[config.mk]
export PLATFORM = sky130hd
export DESIGN_NAME = dsl_scale_limit_unit
export DESIGN_NICKNAME = d
export VERILOG_FILES = /design/src/verilog/dsl_pkg.sv /design/src/verilog/dsl_exp_if.sv /design/src/verilog/dsl_exp_finder.sv /design/src/verilog/dsl_scale_limit_unit.sv
export VERILOG_INCLUDE_DIRS = /design/src /design/src/verilog
export SDC_FILE = /design/constraint.sdc
export NUM_CORES = 1
export LEC_CHECK = 0
export BUFFER_PORTS_ARGS = -buffer_cell sky130_fd_sc_hd__buf_2
export CAP_MARGIN = 0
export CORE_AREA = 2 2 191 239
export DETAILED_ROUTE_END_ITERATION = 10
export DIE_AREA = 0 0 193 241
export GPL_TIMING_DRIVEN = 0
export PLACE_DENSITY = 0.67
export REMOVE_ABC_BUFFERS = 1
export SLEW_MARGIN = 20
export SYNTH_ARGS = -nofsm -noshare
export SYNTH_HDL_FRONTEND = slang
export SYNTH_SLANG_ARGS = --single-unit
[constraint.sdc]
create_clock -name ref_clk_in -period 8.5 [get_ports ref_clk_in]
set_clock_uncertainty 0.2 [all_clocks]
set_input_delay 0.425 -clock ref_clk_in [delete_from_list [all_inputs] [get_ports ref_clk_in]]
set_output_delay 0.425 -clock ref_clk_in [all_outputs]
set_load 0.05 [all_outputs]
[src/verilog/dsl_map.svh]
`ifndef DSL_MAP_SVH
`define DSL_MAP_SVH

// ==========================================================================
// Register offsets (byte addresses on the register port).
`define DSL_OFS_STATUS   8'h00
`define DSL_OFS_CTRL     8'h04
`define DSL_OFS_ACC_LO   8'h08
`define DSL_OFS_ACC_HI   8'h0C
`define DSL_OFS_ACC_GU   8'h10
`define DSL_ACC_STRIDE   8'h0C
`define DSL_OFS_ACCB_LO  8'h14
`define DSL_OFS_ACCB_HI  8'h18
`define DSL_OFS_ACCB_GU  8'h1C

// ==========================================================================
// Field positions and reset values.
`define DSL_CTRL_SSAT    0
`define DSL_STATUS_RST   4'h0
`define DSL_CTRL_RST     1'h0
`define DSL_ACC_RST      40'h00_0000_0000

// ==========================================================================
// Datapath constants.
`define DSL_SAT_POS      40'h00_7FFF_FFFF
`define DSL_SAT_NEG      40'hFF_8000_0000
`define DSL_RND_MAX      16'h7FFF
`define DSL_EXC_POS      16'h0001
`define DSL_EXC_NEG      16'hFFFF
`define DSL_EXC_NONE     16'h0000
`define DSL_EXP_FLAT     16'hFFF1

`endif

[src/verilog/dsl_pkg.sv]
// ==========================================================================
// Types shared by the scaling and limit unit.
package dsl_pkg;

   // Operation codes presented by the instruction decoder.
   typedef enum logic [3:0] {
      DSL_OP_NONE       = 4'h0,
      DSL_OP_FIND_EXP   = 4'h1,
      DSL_OP_DUAL       = 4'h2,
      DSL_OP_DUAL_REP   = 4'h3,
      DSL_OP_UPPER      = 4'h4,
      DSL_OP_UPPER_REP  = 4'h5,
      DSL_OP_LOWER      = 4'h6,
      DSL_OP_LOWER_REP  = 4'h7,
      DSL_OP_LOWER_Z    = 4'h8,
      DSL_OP_ACC_SHIFT  = 4'h9,
      DSL_OP_RND_STORE  = 4'hA,
      DSL_OP_READ_GUARD = 4'hB,
      DSL_OP_READ_HIGH  = 4'hC
   } dsl_op_e;

   typedef logic [39:0] dsl_acc_t;
   typedef logic [15:0] dsl_word_t;

   // Status flags, packed so that n is bit 3 and c is bit 0.
   typedef struct packed {
      logic n;
      logic ov;
      logic z;
      logic c;
   } dsl_flags_s;

endpackage

[src/verilog/dsl_exp_if.sv]
`timescale 1ns/1ps
`default_nettype none

// ==========================================================================
// Operand and result of the exponent finder.
interface dsl_exp_if;
   dsl_pkg::dsl_word_t word;
   dsl_pkg::dsl_word_t neg_exp;

   modport requester (output word, input neg_exp);
   modport finder    (input word, output neg_exp);
endinterface

`default_nettype wire

[src/verilog/dsl_exp_finder.sv]
`timescale 1ns/1ps
`default_nettype none

// ==========================================================================
// Exponent finder: counts the leading bits below the sign that repeat the sign.
module dsl_exp_finder (
   // Operand in, negated exponent out.
   dsl_exp_if.finder x
);

   logic [15:0] match;
   logic [4:0]  cnt;

   // Each stage matches only while every stage above it matched.
   assign match[15] = 1'b1;
   genvar g;
   generate
      for (g = 0; g < 15; g++) begin : g_chain
         assign match[14-g] = match[15-g] & (x.word[14-g] == x.word[15]);
      end
   endgenerate

   // flat gives fifteen.
   // Count of leading sign copies; a flat word gives fifteen.
   always_comb begin
      cnt = 5'h00;
      for (int i = 0; i < 15; i++) begin
         cnt = cnt + {4'h0, match[i]};
      end
   end

   assign x.neg_exp = 16'h0000 - {11'h000, cnt};

endmodule // dsl_exp_finder

`default_nettype wire

[src/verilog/dsl_scale_limit_unit.sv]
`timescale 1ns/1ps
`default_nettype none
`include "dsl_map.svh"

// ==========================================================================
// Scaling and range limit unit of the DSP datapath.
module dsl_scale_limit_unit (
   // Clock and reset.
   input  wire logic        ref_clk_in,
   input  wire logic        nrst_in,
   // Register port.
   input  wire logic [7:0]  reg_addr_in,
   input  wire logic [15:0] reg_wdata_in,
   input  wire logic        reg_wr_in,
   input  wire logic        reg_rd_in,
   output logic      [15:0] reg_rdata_out,
   // Operation request from the decoder.
   input  wire logic        op_valid_in,
   input  wire logic [3:0]  op_code_in,
   input  wire logic        op_acc_sel_in,
   input  wire logic        op_bound_acc_in,
   input  wire logic [15:0] op_operand_in,
   input  wire logic [15:0] op_upper_in,
   input  wire logic [15:0] op_lower_in,
   input  wire logic [3:0]  op_dest_in,
   input  wire logic [3:0]  op_exc_dest_in,
   input  wire logic        op_exc_ind_in,
   // Results back to the register file.
   output logic             res_valid_out,
   output logic      [15:0] res_data_out,
   output logic      [3:0]  res_dest_out,
   output logic             exc_valid_out,
   output logic      [15:0] exc_data_out,
   output logic      [3:0]  exc_dest_out,
   output logic             exc_ind_out,
   output logic      [3:0]  flags_out
);

   // =======================================================================
   // Decoding helpers.
   // Operations that compare against a bound and touch the flags.
   function automatic logic is_limit(input dsl_pkg::dsl_op_e c);
      return (c == dsl_pkg::DSL_OP_DUAL) || (c == dsl_pkg::DSL_OP_DUAL_REP)
          || (c == dsl_pkg::DSL_OP_UPPER) || (c == dsl_pkg::DSL_OP_UPPER_REP)
          || (c == dsl_pkg::DSL_OP_LOWER) || (c == dsl_pkg::DSL_OP_LOWER_REP)
          || (c == dsl_pkg::DSL_OP_LOWER_Z);
   endfunction

   // Operations that also hand back a limit excess.
   function automatic logic is_report(input dsl_pkg::dsl_op_e c);
      return (c == dsl_pkg::DSL_OP_DUAL_REP)
          || (c == dsl_pkg::DSL_OP_UPPER_REP)
          || (c == dsl_pkg::DSL_OP_LOWER_REP);
   endfunction

   // =======================================================================
   // State.
   dsl_pkg::dsl_acc_t   acc [0:1];
   dsl_pkg::dsl_flags_s flags;
   logic                ssat;
   dsl_pkg::dsl_op_e    code;
   dsl_pkg::dsl_acc_t   tgt, oth, bnd, shifted, next_acc;
   dsl_pkg::dsl_word_t  next_res, next_exc;
   dsl_pkg::dsl_flags_s next_flags;
   logic                run, acc_wr, res_wr;
   logic                up_hit, lo_hit, w_up, w_lo;
   logic signed [5:0]   amt;
   logic [15:0]         rnd_hi;

   assign code = dsl_pkg::dsl_op_e'(op_code_in);

   // =======================================================================
   // Exponent finder.
   dsl_exp_if exp_bus ();
   assign exp_bus.word = op_operand_in;
   dsl_exp_finder u_exp (
      .x (exp_bus)
   );

   // =======================================================================
   // Operation datapath.
   // The working register bound sits in the high word, sign-extended
   // into the guard byte, so it lines up with the 1.15 value it models.
   assign tgt = acc[op_acc_sel_in];
   assign oth = acc[~op_acc_sel_in];
   assign bnd = op_bound_acc_in ? oth
                : {{8{op_operand_in[15]}}, op_operand_in, 16'h0000};
   assign up_hit = $signed(tgt) > $signed(bnd);
   assign lo_hit = $signed(tgt) < $signed(bnd);
   assign w_up = $signed(op_operand_in) > $signed(op_upper_in);
   assign w_lo = $signed(op_operand_in) < $signed(op_lower_in);
   assign amt = $signed(op_operand_in[5:0]);
   assign rnd_hi = tgt[31:16];

   // Next values for every destination of the requested operation.
   always_comb begin
      next_acc = tgt;
      next_res = 16'h0000;
      next_exc = `DSL_EXC_NONE;
      acc_wr = 1'b0;
      res_wr = 1'b0;
      shifted = tgt;
      run = op_valid_in
            && !((code == dsl_pkg::DSL_OP_LOWER_Z) && !flags.z);
      case (code)
         dsl_pkg::DSL_OP_FIND_EXP: begin
            next_res = exp_bus.neg_exp;
            res_wr = 1'b1;
         end
         dsl_pkg::DSL_OP_DUAL, dsl_pkg::DSL_OP_DUAL_REP: begin
            res_wr = 1'b1;
            if (w_up) begin
               next_res = op_upper_in;
               next_exc = `DSL_EXC_POS;
            end else if (w_lo) begin
               next_res = op_lower_in;
               next_exc = `DSL_EXC_NEG;
            end else begin
               next_res = op_operand_in;
            end
         end
         dsl_pkg::DSL_OP_UPPER, dsl_pkg::DSL_OP_UPPER_REP: begin
            acc_wr = 1'b1;
            if (up_hit) begin
               next_acc = bnd;
               next_exc = `DSL_EXC_POS;
            end
         end
         dsl_pkg::DSL_OP_LOWER, dsl_pkg::DSL_OP_LOWER_REP,
         dsl_pkg::DSL_OP_LOWER_Z: begin
            acc_wr = 1'b1;
            if (lo_hit) begin
               next_acc = bnd;
               next_exc = `DSL_EXC_NEG;
            end
         end
         dsl_pkg::DSL_OP_ACC_SHIFT: begin
            // Negative amounts shift left; bits pushed past bit 39 are lost.
            acc_wr = 1'b1;
            if (amt < 0) begin
               shifted = tgt << 6'(-amt);
            end else begin
               shifted = dsl_pkg::dsl_acc_t'($signed(tgt) >>> amt);
            end
            if (!ssat && $signed(shifted) > $signed(`DSL_SAT_POS)) begin
               next_acc = `DSL_SAT_POS;
            end else if (!ssat
                         && $signed(shifted) < $signed(`DSL_SAT_NEG)) begin
               next_acc = `DSL_SAT_NEG;
            end else begin
               next_acc = shifted;
            end
         end
         dsl_pkg::DSL_OP_RND_STORE: begin
            res_wr = 1'b1;
            if (rnd_hi == `DSL_RND_MAX) begin
               next_res = `DSL_RND_MAX;
            end else begin
               next_res = rnd_hi + {15'h0000, tgt[15]};
            end
         end
         dsl_pkg::DSL_OP_READ_GUARD: begin
            // guard byte, sign-extended to a word.
            res_wr = 1'b1;
            next_res = {{8{tgt[39]}}, tgt[39:32]};
         end
         dsl_pkg::DSL_OP_READ_HIGH: begin
            res_wr = 1'b1;
            next_res = tgt[31:16];
         end
         default: res_wr = 1'b0;
      endcase
      next_flags.n = (next_exc == `DSL_EXC_NEG);
      next_flags.ov = 1'b0;
      next_flags.z = (next_exc == `DSL_EXC_NONE);
      next_flags.c = (next_exc == `DSL_EXC_POS);
   end

   // =======================================================================
   // Accumulators; an operation wins over a register write that collides.
   genvar g;
   generate
      for (g = 0; g < 2; g++) begin : g_acc
         localparam logic [7:0] BASE = 8'(g) * `DSL_ACC_STRIDE;
         always_ff @(posedge ref_clk_in) begin
            if (!nrst_in) begin
               acc[g] <= `DSL_ACC_RST;
            end else if (run && acc_wr && (op_acc_sel_in == 1'(g))) begin
               acc[g] <= next_acc;
            end else if (reg_wr_in) begin
               if (reg_addr_in == `DSL_OFS_ACC_LO + BASE) begin
                  acc[g][15:0] <= reg_wdata_in;
               end else if (reg_addr_in == `DSL_OFS_ACC_HI + BASE) begin
                  acc[g][31:16] <= reg_wdata_in;
               end else if (reg_addr_in == `DSL_OFS_ACC_GU + BASE) begin
                  acc[g][39:32] <= reg_wdata_in[7:0];
               end
            end
         end
      end
   endgenerate

   // =======================================================================
   // Status flags; a limit operation beats a software write.
   always_ff @(posedge ref_clk_in) begin
      if (!nrst_in) begin
         flags <= dsl_pkg::dsl_flags_s'(`DSL_STATUS_RST);
      end else if (run && is_limit(code)) begin
         flags <= next_flags;
      end else if (reg_wr_in && reg_addr_in == `DSL_OFS_STATUS) begin
         flags <= dsl_pkg::dsl_flags_s'(reg_wdata_in[3:0]);
      end
   end
   assign flags_out = flags;

   // Super-saturation enable; when clear, shifts saturate to 1.31.
   always_ff @(posedge ref_clk_in) begin
      if (!nrst_in) begin
         ssat <= `DSL_CTRL_RST;
      end else if (reg_wr_in && reg_addr_in == `DSL_OFS_CTRL) begin
         ssat <= reg_wdata_in[`DSL_CTRL_SSAT];
      end
   end

   // =======================================================================
   // Register read port: data stand in the cycle after the strobe only.
   always_ff @(posedge ref_clk_in) begin
      if (!nrst_in || !reg_rd_in) begin
         reg_rdata_out <= 16'h0000;
      end else begin
         case (reg_addr_in)
            `DSL_OFS_STATUS:  reg_rdata_out <= {12'h000, flags};
            `DSL_OFS_CTRL:    reg_rdata_out <= {15'h0000, ssat};
            `DSL_OFS_ACC_LO:  reg_rdata_out <= acc[0][15:0];
            `DSL_OFS_ACC_HI:  reg_rdata_out <= acc[0][31:16];
            `DSL_OFS_ACC_GU:  reg_rdata_out <= {8'h00, acc[0][39:32]};
            `DSL_OFS_ACCB_LO: reg_rdata_out <= acc[1][15:0];
            `DSL_OFS_ACCB_HI: reg_rdata_out <= acc[1][31:16];
            `DSL_OFS_ACCB_GU: reg_rdata_out <= {8'h00, acc[1][39:32]};
            default:          reg_rdata_out <= 16'h0000;
         endcase
      end
   end

   // =======================================================================
   // Result and excess outputs, one cycle after the request.
   always_ff @(posedge ref_clk_in) begin
      if (!nrst_in) begin
         res_valid_out <= 1'b0;
         res_data_out <= 16'h0000;
         res_dest_out <= 4'h0;
      end else begin
         res_valid_out <= run && res_wr;
         if (run && res_wr) begin
            res_data_out <= next_res;
            res_dest_out <= op_dest_in;
         end
      end
   end
   // Excess data hold their last value; only the strobe is a pulse.
   always_ff @(posedge ref_clk_in) begin
      if (!nrst_in) begin
         exc_valid_out <= 1'b0;
         exc_data_out <= `DSL_EXC_NONE;
         exc_dest_out <= 4'h0;
         exc_ind_out <= 1'b0;
      end else begin
         exc_valid_out <= run && is_report(code);
         if (run && is_report(code)) begin
            exc_data_out <= next_exc;
            exc_dest_out <= op_exc_dest_in;
            exc_ind_out <= op_exc_ind_in;
         end
      end
   end
endmodule // dsl_scale_limit_unit

`default_nettype wire
==> impl_metrics.csv <==
group,metric,value,unit
run_status,outcome,"complete, no violations",
die,ios,155,
clock_tree,cts_buffers,17,
finish,finalNonFillerCells,2745,
sta,setup_ws,745,ps
clock_tree,clk_pin_slew,70,ps
setup_path,worst_setup_path_start_kind,"input port",
drt,drtPass1Iterations,8,
sta,holdWs,42.4,ps
global_route,grt_overflow_total,0,
setup_path,r2r_slack,2210,ps
sta,fin_crit,7760,ps
die,start_util,39.7,%
setup_path,worstSetupPathType,"input port to register",
global_route,grt_pass1_wl,122000,um
setup_path,crit_required,8650,ps
finish,fillers,4502,
synth,synth_edf_count,80,
setup_path,cp-end-kind,"register",
global_route,grt_pass1_vias,17200,
power_and_ir_drop,power.density,140,mW/mm2
drt,ant_nets,0,
die,die_w,193,um
hold_path,holdCritPathClass,"input port to register",
placed_design,dpl_worst_slack,8.97,ps
power_and_ir_drop,peakVddDrop,0.0000915,V
synth,synth.area.mux_share,22.9,%
clock_tree,post_cts_buffers,0,
synth,synth_ff_type,"edfxtp_1",
setup_path,cpMostUsedCell,"fa_1",
synth,async_flop_share,0,%
finish,multi_input_area,0.0130,mm2
synth,synth_top_family_by_area,"compound AO/OA/AOI/OAI gates",
power_and_ir_drop,finalPower,2.67,mW
placed_design,dp_cells,2713,
global_route,antenna_found_initial,0,
drt,routed_wl,86100,um
power_and_ir_drop,p_leak,7.69,nW
clock_tree,cts-root-buf,"clkbuf_16",
die,rows,86,
die,core_area,0.0441,mm2
synth,ys_ff_latch,130,
sta,tightestPinTransition,1310,ps
die,die_h,241,um
drt,viasPerCell,6.86,
finish,antenna_cells,0,
clock_tree,ctsHoldBuffers,0,
setup_path,crit_path_top_delay_cell,"or4_1",
sta,rsz0062_at_grt,"no",
setup_path,crit_path_max_incr_delay,590,ps
synth,ys_warn_count,0,
synth,avgSynthCellArea,8.12,um2
placed_design,dp_hpwl,65600,um
global_route,grt_max_degree,86,
clock_tree,cts_max_path_buffers,2,
drt,route.detailed.drc,0,
clock_tree,cts_sinks,130,
synth,seq_area_frac_synth,19.4,%
sta,finalHoldViolations,0,
drt,drt_iter0_markers,2590,
sta,max_slew_margin,10.3,%
synth,syn_inst,2155,
clock_tree,clk_latency,450,ps
placed_design,io_buffers,154,
finish,seq_area,0.00340,mm2
placed_design,routabilityCongestion,1.04,
sta,setup_viol,0,
synth,synth_compound_area_share,26.5,%
finish,layout-area-overhead-vs-synth,9.00,%
clock_tree,h-tree-depth,4,
synth,synth.distinct_cells,96,
global_route,grt_usage,36.6,%
die,dieArea,0.0465,mm2
sta,max_freq,129,MHz
sta,period_share,91.2,%
finish,nNetsFinal,2341,
finish,layout-drive-gt1-share,18.4,%
clock_tree,cts_tree,"yes",
synth,netlist_area,0.0175,mm2
synth,synth-xor-area-share,0.943,%
setup_path,cp_top_family,"compound AO/OA/AOI/OAI gates",
setup_path,critical_path_buf_inv_count,5,
setup_path,cp_data_arrival_time,7900,ps
synth,synth_fa_ha_area_share,6.70,%
job,drv_cap,0,
drt,vias,18800,
synth,synth-simple-area-share,16.4,%
drt,routedWlPerCell,31.4,um
setup_path,cp_max_fo,26,
sta,slew_violations,0,
[sequential cells by signal, summed over array words and instances (netlist names)]
register       flops
res_data_out      16
exc_ind_out        1
acc               80
exc_dest_out       4
exc_valid_out      1
exc_data_out       2
ssat               1
flags_out          4
reg_rdata_out     16
res_dest_out       4
res_valid_out      1
[cell usage after synthesis (10+ instances only)]
cell type / n / area (um2)
nor2_1: 163 / 612
a21oi_1: 145 / 726
mux2i_1: 175 / 1750
a211oi_1: 27 / 203
mux2_2: 67 / 754
ha_1: 81 / 1010
o211ai_1: 34 / 255
and2_1: 21 / 131
mux4_2: 62 / 1400
nor3_1: 50 / 250
xnor2_1: 11 / 96.3
buf_6: 11 / 124
buf_4: 25 / 188
clkbuf_1: 97 / 364
a21o_1: 34 / 255
nor2b_1: 20 / 125
o22ai_1: 38 / 238
o221ai_1: 11 / 96.3
edfxtp_1: 80 / 2400
a211o_1: 11 / 96.3
nand3_1: 54 / 270
a22o_1: 26 / 228
nand2b_1: 13 / 81.3
a21boi_0: 11 / 82.6
nand4_1: 15 / 93.8
inv_1: 79 / 297
o21a_1: 10 / 75.1
buf_1: 22 / 82.6
nand2_1: 249 / 935
o21ai_1: 16 / 80.1
buf_2: 29 / 145
a22oi_1: 43 / 323
a31oi_1: 23 / 144
o21ai_0: 169 / 846
dfxtp_1: 50 / 1000
[path summary, 6_finish.rpt]
path                           from              end  depth (start not counted)
setup / recovery  op_operand_in[15]  res_data_out[8]                         25
hold / removal        op_dest_in[0]  res_dest_out[0]                          3
setup reg to reg         acc[1][16]       acc[1][22]                         13
hold reg to reg     res_dest_out[0]  res_dest_out[0]                          2
[layout by cell type, fill, tap and decap left out, drive strengths merged, types with 19 or more instances in the layout]
master and n:
a211oi 28, and2 25, a21o 34, mux2i 175
a21oi 146, buf 171, a22o 26, nor2 166
dfxtp 50, a31oi 23, a22oi 44, clkbuf 19
nor3 50, nor2b 20, mux4 62, nand3 54
edfxtp 80, o21ai 185, ha 81, inv 86
mux2 76, o211ai 34, nand2 250, o22ai 38
[routing by layer]
layer	vias to the layer above	routed length, um	global-route usage (%)
li1	8174	-	-
met1	9114	31700	44.1
met2	1260	38700	57.4
met3	280	8020	7.23
met4	0	7760	27.7
met5	-	0	0
[cell type report]
class | instances | share of cell area (%)
clock inverters | 13 | 0.708
inverters | 86 | 1.69
multi-input cells | 1754 | 68.2
well taps | 572 | 3.75
repair buffers | 171 | 5.53
clock buffers | 19 | 2.27
flip-flops and latches | 130 | 17.8
[per-stage QoR]
step                utilization (%)  setup TNS (ps)  area (um2)
finish                         43.3               0       19100
global route                   43.3               0       19100
CTS                            43.2               0       19100
detailed placement             41.9               0       18500
global placement               41.0         -334280       18100
floorplan                         -               0       16600
[cells by family after synthesis]
group | count (synthesis)
and+or+nand+nor | 635
adders and majority gates | 89
AOI/OAI and AO/OA | 699
DFF | 130
buffers and inverters | 271
xor gates and xnor gates | 18
muxes | 313
[report_power, final]
part	switching (mW)	internal, mW	total [mW]	leakage [nW]
registers	0.0777	0.700	0.778	1.24
logic	0.777	0.382	1.16	6.18
clock network	0.300	0.430	0.730	0.269
[worst register-to-register path: cells and delay by family (launching register included)]
family / cells / cell delay (ps)
compound gates: 4 / 1880
flops: 1 / 530
mux: 2 / 1440
simple gates: 5 / 1140
buf+inv: 1 / 400
fa+ha+maj: 1 / 400
[what timing repair did]
item                                    CTS  global route
endpoints found under the setup margin    0             4
gates resized for setup                   0             1
hold endpoints to repair                  0             0
(Power assumes the default switching activity.)
